==> src/common/lars_consts.vh <==
// Constants for the line autoreclose sequencer.
// Assumes a 100 MHz scheme clock and a 60 Hz power system.
`ifndef LARS_CONSTS_VH
`define LARS_CONSTS_VH

// Clock and time base
`define LARS_CLK_HZ 100000000
`define LARS_TICK_S_DIV 100
`define LARS_TICK_CYC (`LARS_CLK_HZ / `LARS_TICK_S_DIV)
`define LARS_TICK_W 20
`define LARS_LINE_HZ 60
`define LARS_FORCE_CYC_X100 125
`define LARS_FORCE_CYC (`LARS_CLK_HZ / `LARS_LINE_HZ * `LARS_FORCE_CYC_X100 / 100)
`define LARS_FORCE_W 22

// Settings widths
`define LARS_TIME_W 16
`define LARS_SHOT_W 3

// Reclose programs
`define LARS_MODE_1AND3 2'h0
`define LARS_MODE_1POLE 2'h1
`define LARS_MODE_3A 2'h2
`define LARS_MODE_3B 2'h3

// Breaker order
`define LARS_SEQ_B1 2'h0
`define LARS_SEQ_B2 2'h1
`define LARS_SEQ_12 2'h2
`define LARS_SEQ_21 2'h3

// Dead timer selection
`define LARS_DT_SP 3'h0
`define LARS_DT_3P1 3'h1
`define LARS_DT_3P2 3'h2
`define LARS_DT_3P3 3'h3
`define LARS_DT_3P4 3'h4

`endif

==> src/rtl/lars_timer.v <==
// Settable down-counting timer in 0.01 s ticks.
// Assumes a one-cycle tick enable from the parent.
`timescale 1ns/100ps
module lars_timer
#(
	parameter W = 16
)
(
	// Clock and reset
	input wire mclk_i,
	input wire resetn_i,
	// Control
	input wire start_i,
	input wire stop_i,
	input wire hold_i,
	input wire tick_i,
	input wire [W-1:0] load_i,
	// Status
	output reg run_o,
	output reg done_o
);
	reg [W-1:0] count;

	always @(posedge mclk_i or negedge resetn_i)
	begin
		if (!resetn_i)
		begin
			count <= {W{1'b0}};
			run_o <= 1'b0;
			done_o <= 1'b0;
		end
		else
		begin
			done_o <= 1'b0;
			if (stop_i)
				run_o <= 1'b0;
			else if (start_i)
			begin
				count <= load_i;
				run_o <= 1'b1;
			end
			else if (run_o && !hold_i)
			begin
				// Zero setting expires at once
				if (count == {W{1'b0}})
				begin
					run_o <= 1'b0;
					done_o <= 1'b1;
				end
				else if (tick_i)
					count <= count - {{(W-1){1'b0}}, 1'b1};
			end
		end
	end
endmodule

==> src/rtl/lars_sequencer.v <==
// Autoreclose sequencer for one or two breakers.
// Assumes initiate and status inputs come from pins; settings are static.
`timescale 1ns/100ps
`include "lars_consts.vh"
module lars_sequencer
#(
	parameter TW = `LARS_TIME_W,
	parameter SW = `LARS_SHOT_W,
	parameter TICK_CYC = `LARS_TICK_CYC,
	parameter FORCE_CYC = `LARS_FORCE_CYC
)
(
	// Clock and reset
	input wire mclk_i,
	input wire resetn_i,
	input wire sync_reset_i,
	// Initiates and fault type
	input wire sp_initiate_i,
	input wire tp_initiate_i,
	input wire delayed_three_pole_initiate_i,
	input wire multi_phase_fault_i,
	input wire cycle_pause_input_i,
	input wire lockout_release_i,
	input wire manual_close_i,
	// Breaker status
	input wire bkr1_closed_i,
	input wire bkr2_closed_i,
	input wire bkr1_three_pole_open_i,
	input wire bkr1_oos_i,
	input wire bkr2_oos_i,
	// Settings
	input wire [1:0] reclose_program_select_i,
	input wire [1:0] breaker_order_select_i,
	input wire [SW-1:0] max_shot_limit_i,
	input wire close_failure_policy_i,
	input wire [TW-1:0] sp_dead_time_i,
	input wire [TW-1:0] tp_dead_time1_i,
	input wire [TW-1:0] tp_dead_time2_i,
	input wire [TW-1:0] tp_dead_time3_i,
	input wire [TW-1:0] tp_dead_time4_i,
	input wire [TW-1:0] reset_time_i,
	input wire [TW-1:0] incomplete_time_i,
	input wire [TW-1:0] transfer_time_i,
	input wire [TW-1:0] close_fail_time_i,
	// Outputs
	output reg reclose_in_progress_flag_o,
	output reg close_cmd_breaker_one_o,
	output reg close_cmd_breaker_two_o,
	output wire force_three_pole_trip_o,
	output reg [SW-1:0] shot_counter_o,
	output reg lockout_o,
	output reg reset_state_o
);
	// ----------------------------------------
	// Input synchronisers
	// ----------------------------------------
	localparam NI = 12;
	wire [NI-1:0] raw = {sp_initiate_i, tp_initiate_i, delayed_three_pole_initiate_i,
		multi_phase_fault_i, cycle_pause_input_i, lockout_release_i, manual_close_i,
		bkr1_closed_i, bkr2_closed_i, bkr1_three_pole_open_i, bkr1_oos_i, bkr2_oos_i};
	reg [NI-1:0] s1;
	reg [NI-1:0] s2;
	reg [NI-1:0] s3;
	reg [NI-1:0] in_q;
	genvar g;
	generate
		for (g = 0; g < NI; g = g + 1)
		begin : g_sync
			always @(posedge mclk_i or negedge resetn_i)
			begin
				if (!resetn_i)
				begin
					s1[g] <= 1'b0;
					s2[g] <= 1'b0;
					s3[g] <= 1'b0;
					in_q[g] <= 1'b0;
				end
				else
				begin
					s1[g] <= raw[g];
					s2[g] <= s1[g];
					s3[g] <= s2[g];
					// Change counts once stages two and three agree
					if (s2[g] == s3[g])
						in_q[g] <= s3[g];
				end
			end
		end
	endgenerate
	wire sp_i = in_q[11];
	wire tp_i = in_q[10];
	wire td_i = in_q[9];
	wire multi = in_q[8];
	wire pause = in_q[7];
	wire release_lo = in_q[6];
	wire man_close = in_q[5];
	wire b1_closed = in_q[4];
	wire b2_closed = in_q[3];
	wire b1_3p_open = in_q[2];
	wire b1_oos = in_q[1];
	wire b2_oos = in_q[0];

	// ----------------------------------------
	// Tick divider and state
	// ----------------------------------------
	localparam ST_RESET = 4'b0001;
	localparam ST_RIP = 4'b0010;
	localparam ST_CLOSE = 4'b0100;
	localparam ST_LOCK = 4'b1000;

	reg [`LARS_TICK_W-1:0] tick_cnt;
	reg tick;
	reg [3:0] state;
	reg [3:0] next_state;
	reg tp_latch;
	reg td_latch;
	reg paused_seen;
	reg sp_run;
	reg [`LARS_FORCE_W-1:0] force_cnt;
	reg force_sp;
	reg [2:0] dt_sel;
	reg second_pending;

	wire any_init = sp_i | tp_i | td_i;
	wire init_rise;
	reg init_d;
	assign init_rise = any_init & ~init_d;
	wire two_bkr = breaker_order_select_i[1];
	wire seq_21 = (breaker_order_select_i == `LARS_SEQ_21);
	wire first_is_two = (breaker_order_select_i == `LARS_SEQ_B2) | seq_21;

	// Dead time for a given selector code
	function [TW-1:0] dead_time;
		input [2:0] sel;
		begin
			case (sel)
				`LARS_DT_SP: dead_time = sp_dead_time_i;
				`LARS_DT_3P1: dead_time = tp_dead_time1_i;
				`LARS_DT_3P2: dead_time = tp_dead_time2_i;
				`LARS_DT_3P3: dead_time = tp_dead_time3_i;
				default: dead_time = tp_dead_time4_i;
			endcase
		end
	endfunction

	// ----------------------------------------
	// Dead timer selection
	// ----------------------------------------
	// Latched initiates keep the choice after a short trip pulse
	wire tp_now = tp_i | tp_latch;
	wire td_now = td_i | td_latch;
	reg [2:0] pick;
	reg pick_lock;
	always @*
	begin
		pick = `LARS_DT_3P1;
		pick_lock = 1'b0;
		if (shot_counter_o != {SW{1'b0}})
			pick = shot_counter_o + 3'h1;
		else
		begin
			case (reclose_program_select_i)
				`LARS_MODE_1AND3:
				begin
					if (td_now)
						pick = `LARS_DT_3P2;
					else if (tp_now)
						pick = `LARS_DT_3P1;
					else
						pick = `LARS_DT_SP;
				end
				`LARS_MODE_1POLE:
				begin
					pick = `LARS_DT_SP;
					pick_lock = tp_now | td_now | multi;
				end
				`LARS_MODE_3A:
				begin
					pick = `LARS_DT_3P1;
					pick_lock = multi | tp_now;
				end
				default:
					pick = td_now ? `LARS_DT_3P2 : `LARS_DT_3P1;
			endcase
		end
	end

	// ----------------------------------------
	// Timers
	// ----------------------------------------
	wire dead_done;
	wire dead_run;
	wire rst_done;
	wire inc_done;
	wire xfer_done;
	wire fail_done;
	// Any accepted initiate edge starts timing, the one entering the cycle too
	wire dead_start = (state != ST_LOCK) & init_rise & ~pick_lock
		& (shot_counter_o != max_shot_limit_i);
	wire resume = paused_seen & ~pause & (state == ST_RIP);
	wire close_now = (state == ST_RIP) & dead_done;
	wire lock_now = (next_state == ST_LOCK) & (state != ST_LOCK);
	wire go_reset = (next_state == ST_RESET) & (state != ST_RESET);

	// Pause holds the dead timer; resume restarts with timer two.
	lars_timer #(.W(TW)) u_dead (.mclk_i(mclk_i), .resetn_i(resetn_i),
		.start_i(dead_start | resume),
		.stop_i(sync_reset_i | lock_now),
		.hold_i(pause), .tick_i(tick),
		.load_i(resume ? tp_dead_time2_i : dead_time(pick)),
		.run_o(dead_run), .done_o(dead_done));
	lars_timer #(.W(TW)) u_reset (.mclk_i(mclk_i), .resetn_i(resetn_i),
		.start_i(close_now),
		.stop_i(sync_reset_i | any_init | lock_now | man_close | release_lo),
		.hold_i(1'b0), .tick_i(tick), .load_i(reset_time_i),
		.run_o(), .done_o(rst_done));
	lars_timer #(.W(TW)) u_inc (.mclk_i(mclk_i), .resetn_i(resetn_i),
		.start_i((state != ST_RIP) & (next_state == ST_RIP)),
		.stop_i(sync_reset_i | close_now | lock_now),
		.hold_i(pause), .tick_i(tick), .load_i(incomplete_time_i),
		.run_o(), .done_o(inc_done));
	lars_timer #(.W(TW)) u_xfer (.mclk_i(mclk_i), .resetn_i(resetn_i),
		.start_i(close_now & two_bkr),
		.stop_i(sync_reset_i | any_init | lock_now),
		.hold_i(1'b0), .tick_i(tick), .load_i(transfer_time_i),
		.run_o(), .done_o(xfer_done));
	wire cmd_open_fail = (close_cmd_breaker_one_o & ~b1_closed)
		| (close_cmd_breaker_two_o & ~b2_closed);
	lars_timer #(.W(TW)) u_fail (.mclk_i(mclk_i), .resetn_i(resetn_i),
		.start_i(close_now | xfer_done),
		// Commands rise one edge after the start, so spare that edge
		.stop_i(sync_reset_i | lock_now | (~cmd_open_fail & ~close_now & ~xfer_done)),
		.hold_i(1'b0), .tick_i(tick), .load_i(close_fail_time_i),
		.run_o(), .done_o(fail_done));

	// ----------------------------------------
	// Next state
	// ----------------------------------------
	wire [1:0] in_service_open = {~b1_oos & ~b1_closed, ~b2_oos & ~b2_closed};
	wire bkrs_ok = two_bkr ? ((in_service_open == 2'h0) & (b1_closed | b2_closed))
		: (first_is_two ? b2_closed : b1_closed);
	always @*
	begin
		next_state = state;
		case (state)
			ST_RESET, ST_CLOSE:
			begin
				if (init_rise && shot_counter_o == max_shot_limit_i)
					next_state = ST_LOCK;
				else if (init_rise && pick_lock)
					next_state = ST_LOCK;
				else if (any_init)
					next_state = ST_RIP;
				else if (rst_done)
					next_state = bkrs_ok ? ST_RESET : ST_LOCK;
				else if (fail_done && two_bkr && !close_failure_policy_i)
					next_state = ST_LOCK;
			end
			ST_RIP:
			begin
				if (pick_lock && init_rise)
					next_state = ST_LOCK;
				else if (sp_run && b1_3p_open
					&& reclose_program_select_i == `LARS_MODE_1POLE)
					next_state = ST_LOCK;
				else if (shot_counter_o == max_shot_limit_i && init_rise)
					next_state = ST_LOCK;
				else if (inc_done)
					next_state = ST_LOCK;
				else if (dead_done)
					next_state = ST_CLOSE;
			end
			ST_LOCK:
				if (release_lo || man_close)
					next_state = ST_RESET;
			default:
				next_state = ST_RESET;
		endcase
	end

	// ----------------------------------------
	// Sequential state
	// ----------------------------------------
	always @(posedge mclk_i or negedge resetn_i)
	begin
		if (!resetn_i)
		begin
			tick_cnt <= {`LARS_TICK_W{1'b0}};
			tick <= 1'b0;
			state <= ST_RESET;
			init_d <= 1'b0;
			tp_latch <= 1'b0;
			td_latch <= 1'b0;
			paused_seen <= 1'b0;
			sp_run <= 1'b0;
			force_cnt <= {`LARS_FORCE_W{1'b0}};
			force_sp <= 1'b0;
			dt_sel <= `LARS_DT_SP;
			second_pending <= 1'b0;
			shot_counter_o <= {SW{1'b0}};
			close_cmd_breaker_one_o <= 1'b0;
			close_cmd_breaker_two_o <= 1'b0;
			reclose_in_progress_flag_o <= 1'b0;
			lockout_o <= 1'b0;
			reset_state_o <= 1'b1;
		end
		else if (sync_reset_i)
		begin
			// Synchronous scheme reset
			tick_cnt <= {`LARS_TICK_W{1'b0}};
			tick <= 1'b0;
			state <= ST_RESET;
			init_d <= 1'b0;
			tp_latch <= 1'b0;
			td_latch <= 1'b0;
			paused_seen <= 1'b0;
			sp_run <= 1'b0;
			force_cnt <= {`LARS_FORCE_W{1'b0}};
			force_sp <= 1'b0;
			second_pending <= 1'b0;
			shot_counter_o <= {SW{1'b0}};
			close_cmd_breaker_one_o <= 1'b0;
			close_cmd_breaker_two_o <= 1'b0;
			reclose_in_progress_flag_o <= 1'b0;
			lockout_o <= 1'b0;
			reset_state_o <= 1'b1;
		end
		else
		begin
			tick <= (tick_cnt == TICK_CYC - 1);
			tick_cnt <= (tick_cnt == TICK_CYC - 1) ? {`LARS_TICK_W{1'b0}}
				: tick_cnt + {{(`LARS_TICK_W-1){1'b0}}, 1'b1};
			state <= next_state;
			init_d <= any_init;
			reclose_in_progress_flag_o <= (next_state == ST_RIP);
			lockout_o <= (next_state == ST_LOCK);
			reset_state_o <= (next_state == ST_RESET);
			if (dead_start)
				dt_sel <= pick;

			// Initiate latches
			if (close_now || lock_now || go_reset)
			begin
				tp_latch <= 1'b0;
				td_latch <= 1'b0;
			end
			else
			begin
				tp_latch <= tp_latch | tp_i;
				td_latch <= td_latch | td_i;
			end

			if (pause && state == ST_RIP)
				paused_seen <= 1'b1;
			else if (!pause)
				paused_seen <= 1'b0;

			// Evolving fault timing
			sp_run <= dead_run & (dt_sel == `LARS_DT_SP);
			if (lock_now || go_reset)
			begin
				force_cnt <= {`LARS_FORCE_W{1'b0}};
				force_sp <= 1'b0;
			end
			else if (sp_run && !force_sp)
			begin
				if (force_cnt == FORCE_CYC - 1)
					force_sp <= 1'b1;
				force_cnt <= force_cnt + {{(`LARS_FORCE_W-1){1'b0}}, 1'b1};
			end

			// Close commands and shot count
			if (lock_now || go_reset)
			begin
				close_cmd_breaker_one_o <= 1'b0;
				close_cmd_breaker_two_o <= 1'b0;
				second_pending <= 1'b0;
				if (go_reset)
					shot_counter_o <= {SW{1'b0}};
			end
			else if (close_now)
			begin
				shot_counter_o <= shot_counter_o + 3'h1;
				if (breaker_order_select_i == `LARS_SEQ_B1 || !first_is_two)
					close_cmd_breaker_one_o <= 1'b1;
				else
					close_cmd_breaker_two_o <= 1'b1;
				second_pending <= two_bkr;
			end
			else
			begin
				if (xfer_done && second_pending)
				begin
					second_pending <= 1'b0;
					if (seq_21)
						close_cmd_breaker_one_o <= 1'b1;
					else
						close_cmd_breaker_two_o <= 1'b1;
				end
				else if (fail_done && two_bkr && close_failure_policy_i)
				begin
					// Continue on the other breaker
					close_cmd_breaker_one_o <= close_cmd_breaker_two_o;
					close_cmd_breaker_two_o <= close_cmd_breaker_one_o;
					second_pending <= 1'b0;
					if (shot_counter_o != {SW{1'b0}})
						shot_counter_o <= shot_counter_o - 3'h1;
				end
				else
				begin
					if (b1_closed)
						close_cmd_breaker_one_o <= 1'b0;
					if (b2_closed)
						close_cmd_breaker_two_o <= 1'b0;
				end
			end
		end
	end

	// Pause in ST_RIP and nonzero count both demand three-pole tripping
	assign force_three_pole_trip_o = force_sp | lockout_o
		| (shot_counter_o != {SW{1'b0}})
		| (pause & (state == ST_RIP))
		| reclose_program_select_i[1];
endmodule

==> config.mk <==
export PLATFORM = sky130hd
export DESIGN_NAME = lars_sequencer
export DESIGN_NICKNAME = d
export VERILOG_FILES = /design/src/rtl/lars_timer.v /design/src/rtl/lars_sequencer.v
export VERILOG_INCLUDE_DIRS = /design/src /design/src/common
export SDC_FILE = /design/constraint.sdc
export NUM_CORES = 1
export LEC_CHECK = 0
export ABC_CLOCK_PERIOD_IN_PS = 2700
export BUFFER_PORTS_ARGS = -buffer_cell sky130_fd_sc_hd__buf_4
export CAP_MARGIN = 10
export CORE_ASPECT_RATIO = 1.75
export CORE_MARGIN = 1.5
export CORE_UTILIZATION = 45
export DETAILED_ROUTE_END_ITERATION = 12
export PLACE_DENSITY = 0.68
export SLEW_MARGIN = 20
export SYNTH_ARGS = -nofsm -noshare
export SYNTH_HDL_FRONTEND = slang
export SYNTH_SLANG_ARGS = --single-unit
==> constraint.sdc <==
create_clock -name mclk_i -period 2.7 [get_ports mclk_i]
set_clock_uncertainty 0.15 [all_clocks]
set_input_delay 0.27 -clock mclk_i [delete_from_list [all_inputs] [get_ports mclk_i]]
set_output_delay 0.27 -clock mclk_i [all_outputs]
set_load 0.005 [all_outputs]
==> results.toml <==
[timing]
relSlewSlack_pct = 50.9
finalSetupViolCount = 3
period_minus_slack_ps = 2710
fmax_mhz = 369
tightest_slew_ps = 737
maxSlewViolCount = 0
layout_setup_ws_ps = -11.4
fin_tns_setup_ps = -22.5
hold_violations = 0
period_share_pct = 100
rsz0062_at_grt = "yes"

[worst_setup_path]
worstPathRequired_ps = 2950
cp_max_fo = 5
path_class = "reg -> reg"
crit_arrival_ps = 2970
startpoint_type = "flop"
crit_path_end_kind = "flop"

[detailed_routing]
drtAntennaViolNets = 0
post-route-drc-count = 0
wl_per_cell_um = 17.8
vias = 10800
drt_wl_total_um = 33900
dr.pass1.iters = 5
vias_per_cell = 5.69
drt_iter0_markers = 695

[power_and_ir_drop]
clkPwrFrac_pct = 31.8
ir_drop_mv = 0.981
combPwrFrac_pct = 32.6
power.share.switching_pct = 32.0
power_density_nw_per_um2 = 673
internal_power_mw = 7.23
switchingPower_mw = 3.40
power_leakage_nw = 7.03
p_seq_share_pct = 35.6

[logic_synthesis]
post-synth-top-count-cell = "dfrtp_1"
yosysSeqAreaShare_pct = 46.0
synth_top_area_share_pct = 45.6
synth_ff_type = "dfrtp_1"
synth_edf_count = 0
yosysWarningCount = 0
synth_cell_types = 78
synth_area_um2 = 11000
syn_nets = 1407
yosys_register_bits = 203
synth_async_sr_flop_share_pct = 100
synth_commonest_cells = "dfrtp_1, nor2_1, o21ai_0"
avgSynthCellArea_um2 = 9.00
synth_area_leaders = "dfrtp_1, nor2_1, o21ai_0"
synth_area_leader_cell = "dfrtp_1"
syn_inst = 1226

[global_route]
grt_pass1_vias = 10800
overflow = 0
grt_pass1_wl_um = 52800
antenna_found_initial = 0
grt_max_degree = 73
gr-usage-all-layers_pct = 25.6

[placed_design]
dp_slack_ps = -182
place_hpwl_um = 23000
gp_congestion = 0.900
port_buffers = 175

[floorplanning]
io_pins = 176
coreArea_um2 = 24000
initial_utilization_pct = 46.0
fp.dieH_um = 210
row_count = 75
fp.dieArea_um2 = 25500
die_x_um = 121

[cts]
clock_latency_ps = 520
clockRootBuffer = "clkbuf_16"
path_clk_slew_ps = 70
htree_num_levels = 1
cts_made_buffers = 21
tritoncts = "built"
cts_sinks = 203
clock_path_buffers = 3

[finish]
final_util_pct = 65.7
drive_gt1_share_pct = 27.1
nNetsFinal = 1762
synthToLayoutAreaGrowth_pct = 43.0
diodes = 0

[outcome]
status = "complete, but fails checks"
violations = "setup timing"

[hold_path]
hold_class = "in -> reg"

[job]
drv_cap = 0
==> placed cells by master, fill, tap and decap left out, types with 12 or more instances in the layout <==
| cell type | instances |
|---|---|
| buf_4 | 282 |
| dfrtp_1 | 200 |
| nor2_1 | 141 |
| nand2_1 | 90 |
| a21oi_1 | 85 |
| dlygate4sd3_1 | 85 |
| o21ai_0 | 64 |
| nor3_1 | 49 |
| nand3_1 | 38 |
| xor2_1 | 32 |
| inv_1 | 29 |
| o21ai_1 | 28 |
| clkbuf_16 | 27 |
| mux2i_1 | 23 |
| a31oi_1 | 22 |
| and3_1 | 20 |
| nand4_1 | 18 |
| xnor2_1 | 18 |
| nor4_1 | 16 |
| nand2b_1 | 14 |
| o21ai_2 | 14 |
| or3_1 | 12 |
| o22ai_1 | 12 |
| maj3_1 | 12 |
==> cells by family (layout without fill, tap and decap cells) <==
group / Yosys count / in the layout / share of synthesized area, %
simple gates: 486 / 486 / 22.2
compound gates: 339 / 339 / 19.2
flops: 203 / 203 / 46.0
buf+inv: 95 / 465 / 3.41
xor+xnor: 51 / 51 / 4.05
fa+ha+maj: 26 / 26 / 2.67
mux: 26 / 26 / 2.37
==> power groups by stage <==
| stage | Sequential [mW] | Combinational [mW] | Clock (mW) |
|---|---|---|---|
| detailed placement | 3.82 | 2.91 | 0 |
| floorplan | 3.70 | 1.70 | 0 |
| CTS | 3.77 | 3.06 | 3.43 |
| global route | 3.83 | 3.77 | 3.57 |
| finish | 3.78 | 3.47 | 3.38 |
| global placement | 3.81 | 2.86 | 0 |
==> through the flow <==
step                cell area [um2]  power, mW  hold slack [ps]  instances
finish                        15800       10.6             13.8       1904
global route                  15800       11.2             17.4       1904
CTS                           15200       10.2             4.81       1888
detailed placement            13500       6.73             78.8       1764
global placement              13500       6.67             77.5       1764
floorplan                     11100       5.40             -176       1226
==> critical path, stage by stage (launching register included) <==
cell and delay, ps:
dfrtp_1 390, inv_2 90, ha_4 130, or4b_4 460, nand2b_4 170, or4_4 450
nor3b_4 260, or4b_4 200, buf_6 130, a21oi_2 40, a2bb2oi_2 130
==> final cells by class <==
| cell class | instances | area (um2) |
|---|---|---|
| Inverter | 34 | 128 |
| Timing Repair Buffer | 393 | 3450 |
| Multi-Input combinational cell | 928 | 5940 |
| Clock inverter | 13 | 230 |
| Tap cell | 308 | 385 |
| Clock buffer | 25 | 571 |
| Sequential cell | 203 | 5080 |
| Fill cell | 1975 | 8240 |
==> registers in the layout, summed over array words and instances (netlist names), 16 cells and up <==
name / cells
u_fail.count: 16
force_cnt: 22
u_reset.count: 16
u_dead.count: 16
u_xfer.count: 16
u_inc.count: 16
tick_cnt: 20
==> layer usage <==
layer	part of all wire [%]	wire length, um	track usage, %
met5	0	0	0
met4	3.9	1320	10.6
met3	3.8	1290	2.71
met2	53	17900	46.3
met1	39	13400	30.6
==> path summary, 6_finish.rpt <==
path,to,slack [ps],depth (start not counted),start
worst max-delay path,u_xfer.count[8],-10,10,u_xfer.count[0]
worst min-delay path,u_inc.count[12],10,4,incomplete_time_i[12]
worst max register to register,u_xfer.count[8],-10,10,u_xfer.count[0]
worst min register to register,s2[8],200,0,s1[8]
max in group asynchronous,u_fail.count[15],1550,3,resetn_i
min in group asynchronous,u_xfer.count[1],90,2,resetn_i
==> repair_timing <==
action	in CTS	in global routing
resized for setup	7	117
hold buffers	85	0
pin swaps	4	26
buffers inserted	0	19
endpoints found under the hold margin	257	0
endpoints found under the setup margin	17	74
cloned	1	6
Note: power is estimated with default switching activity, not from simulation.
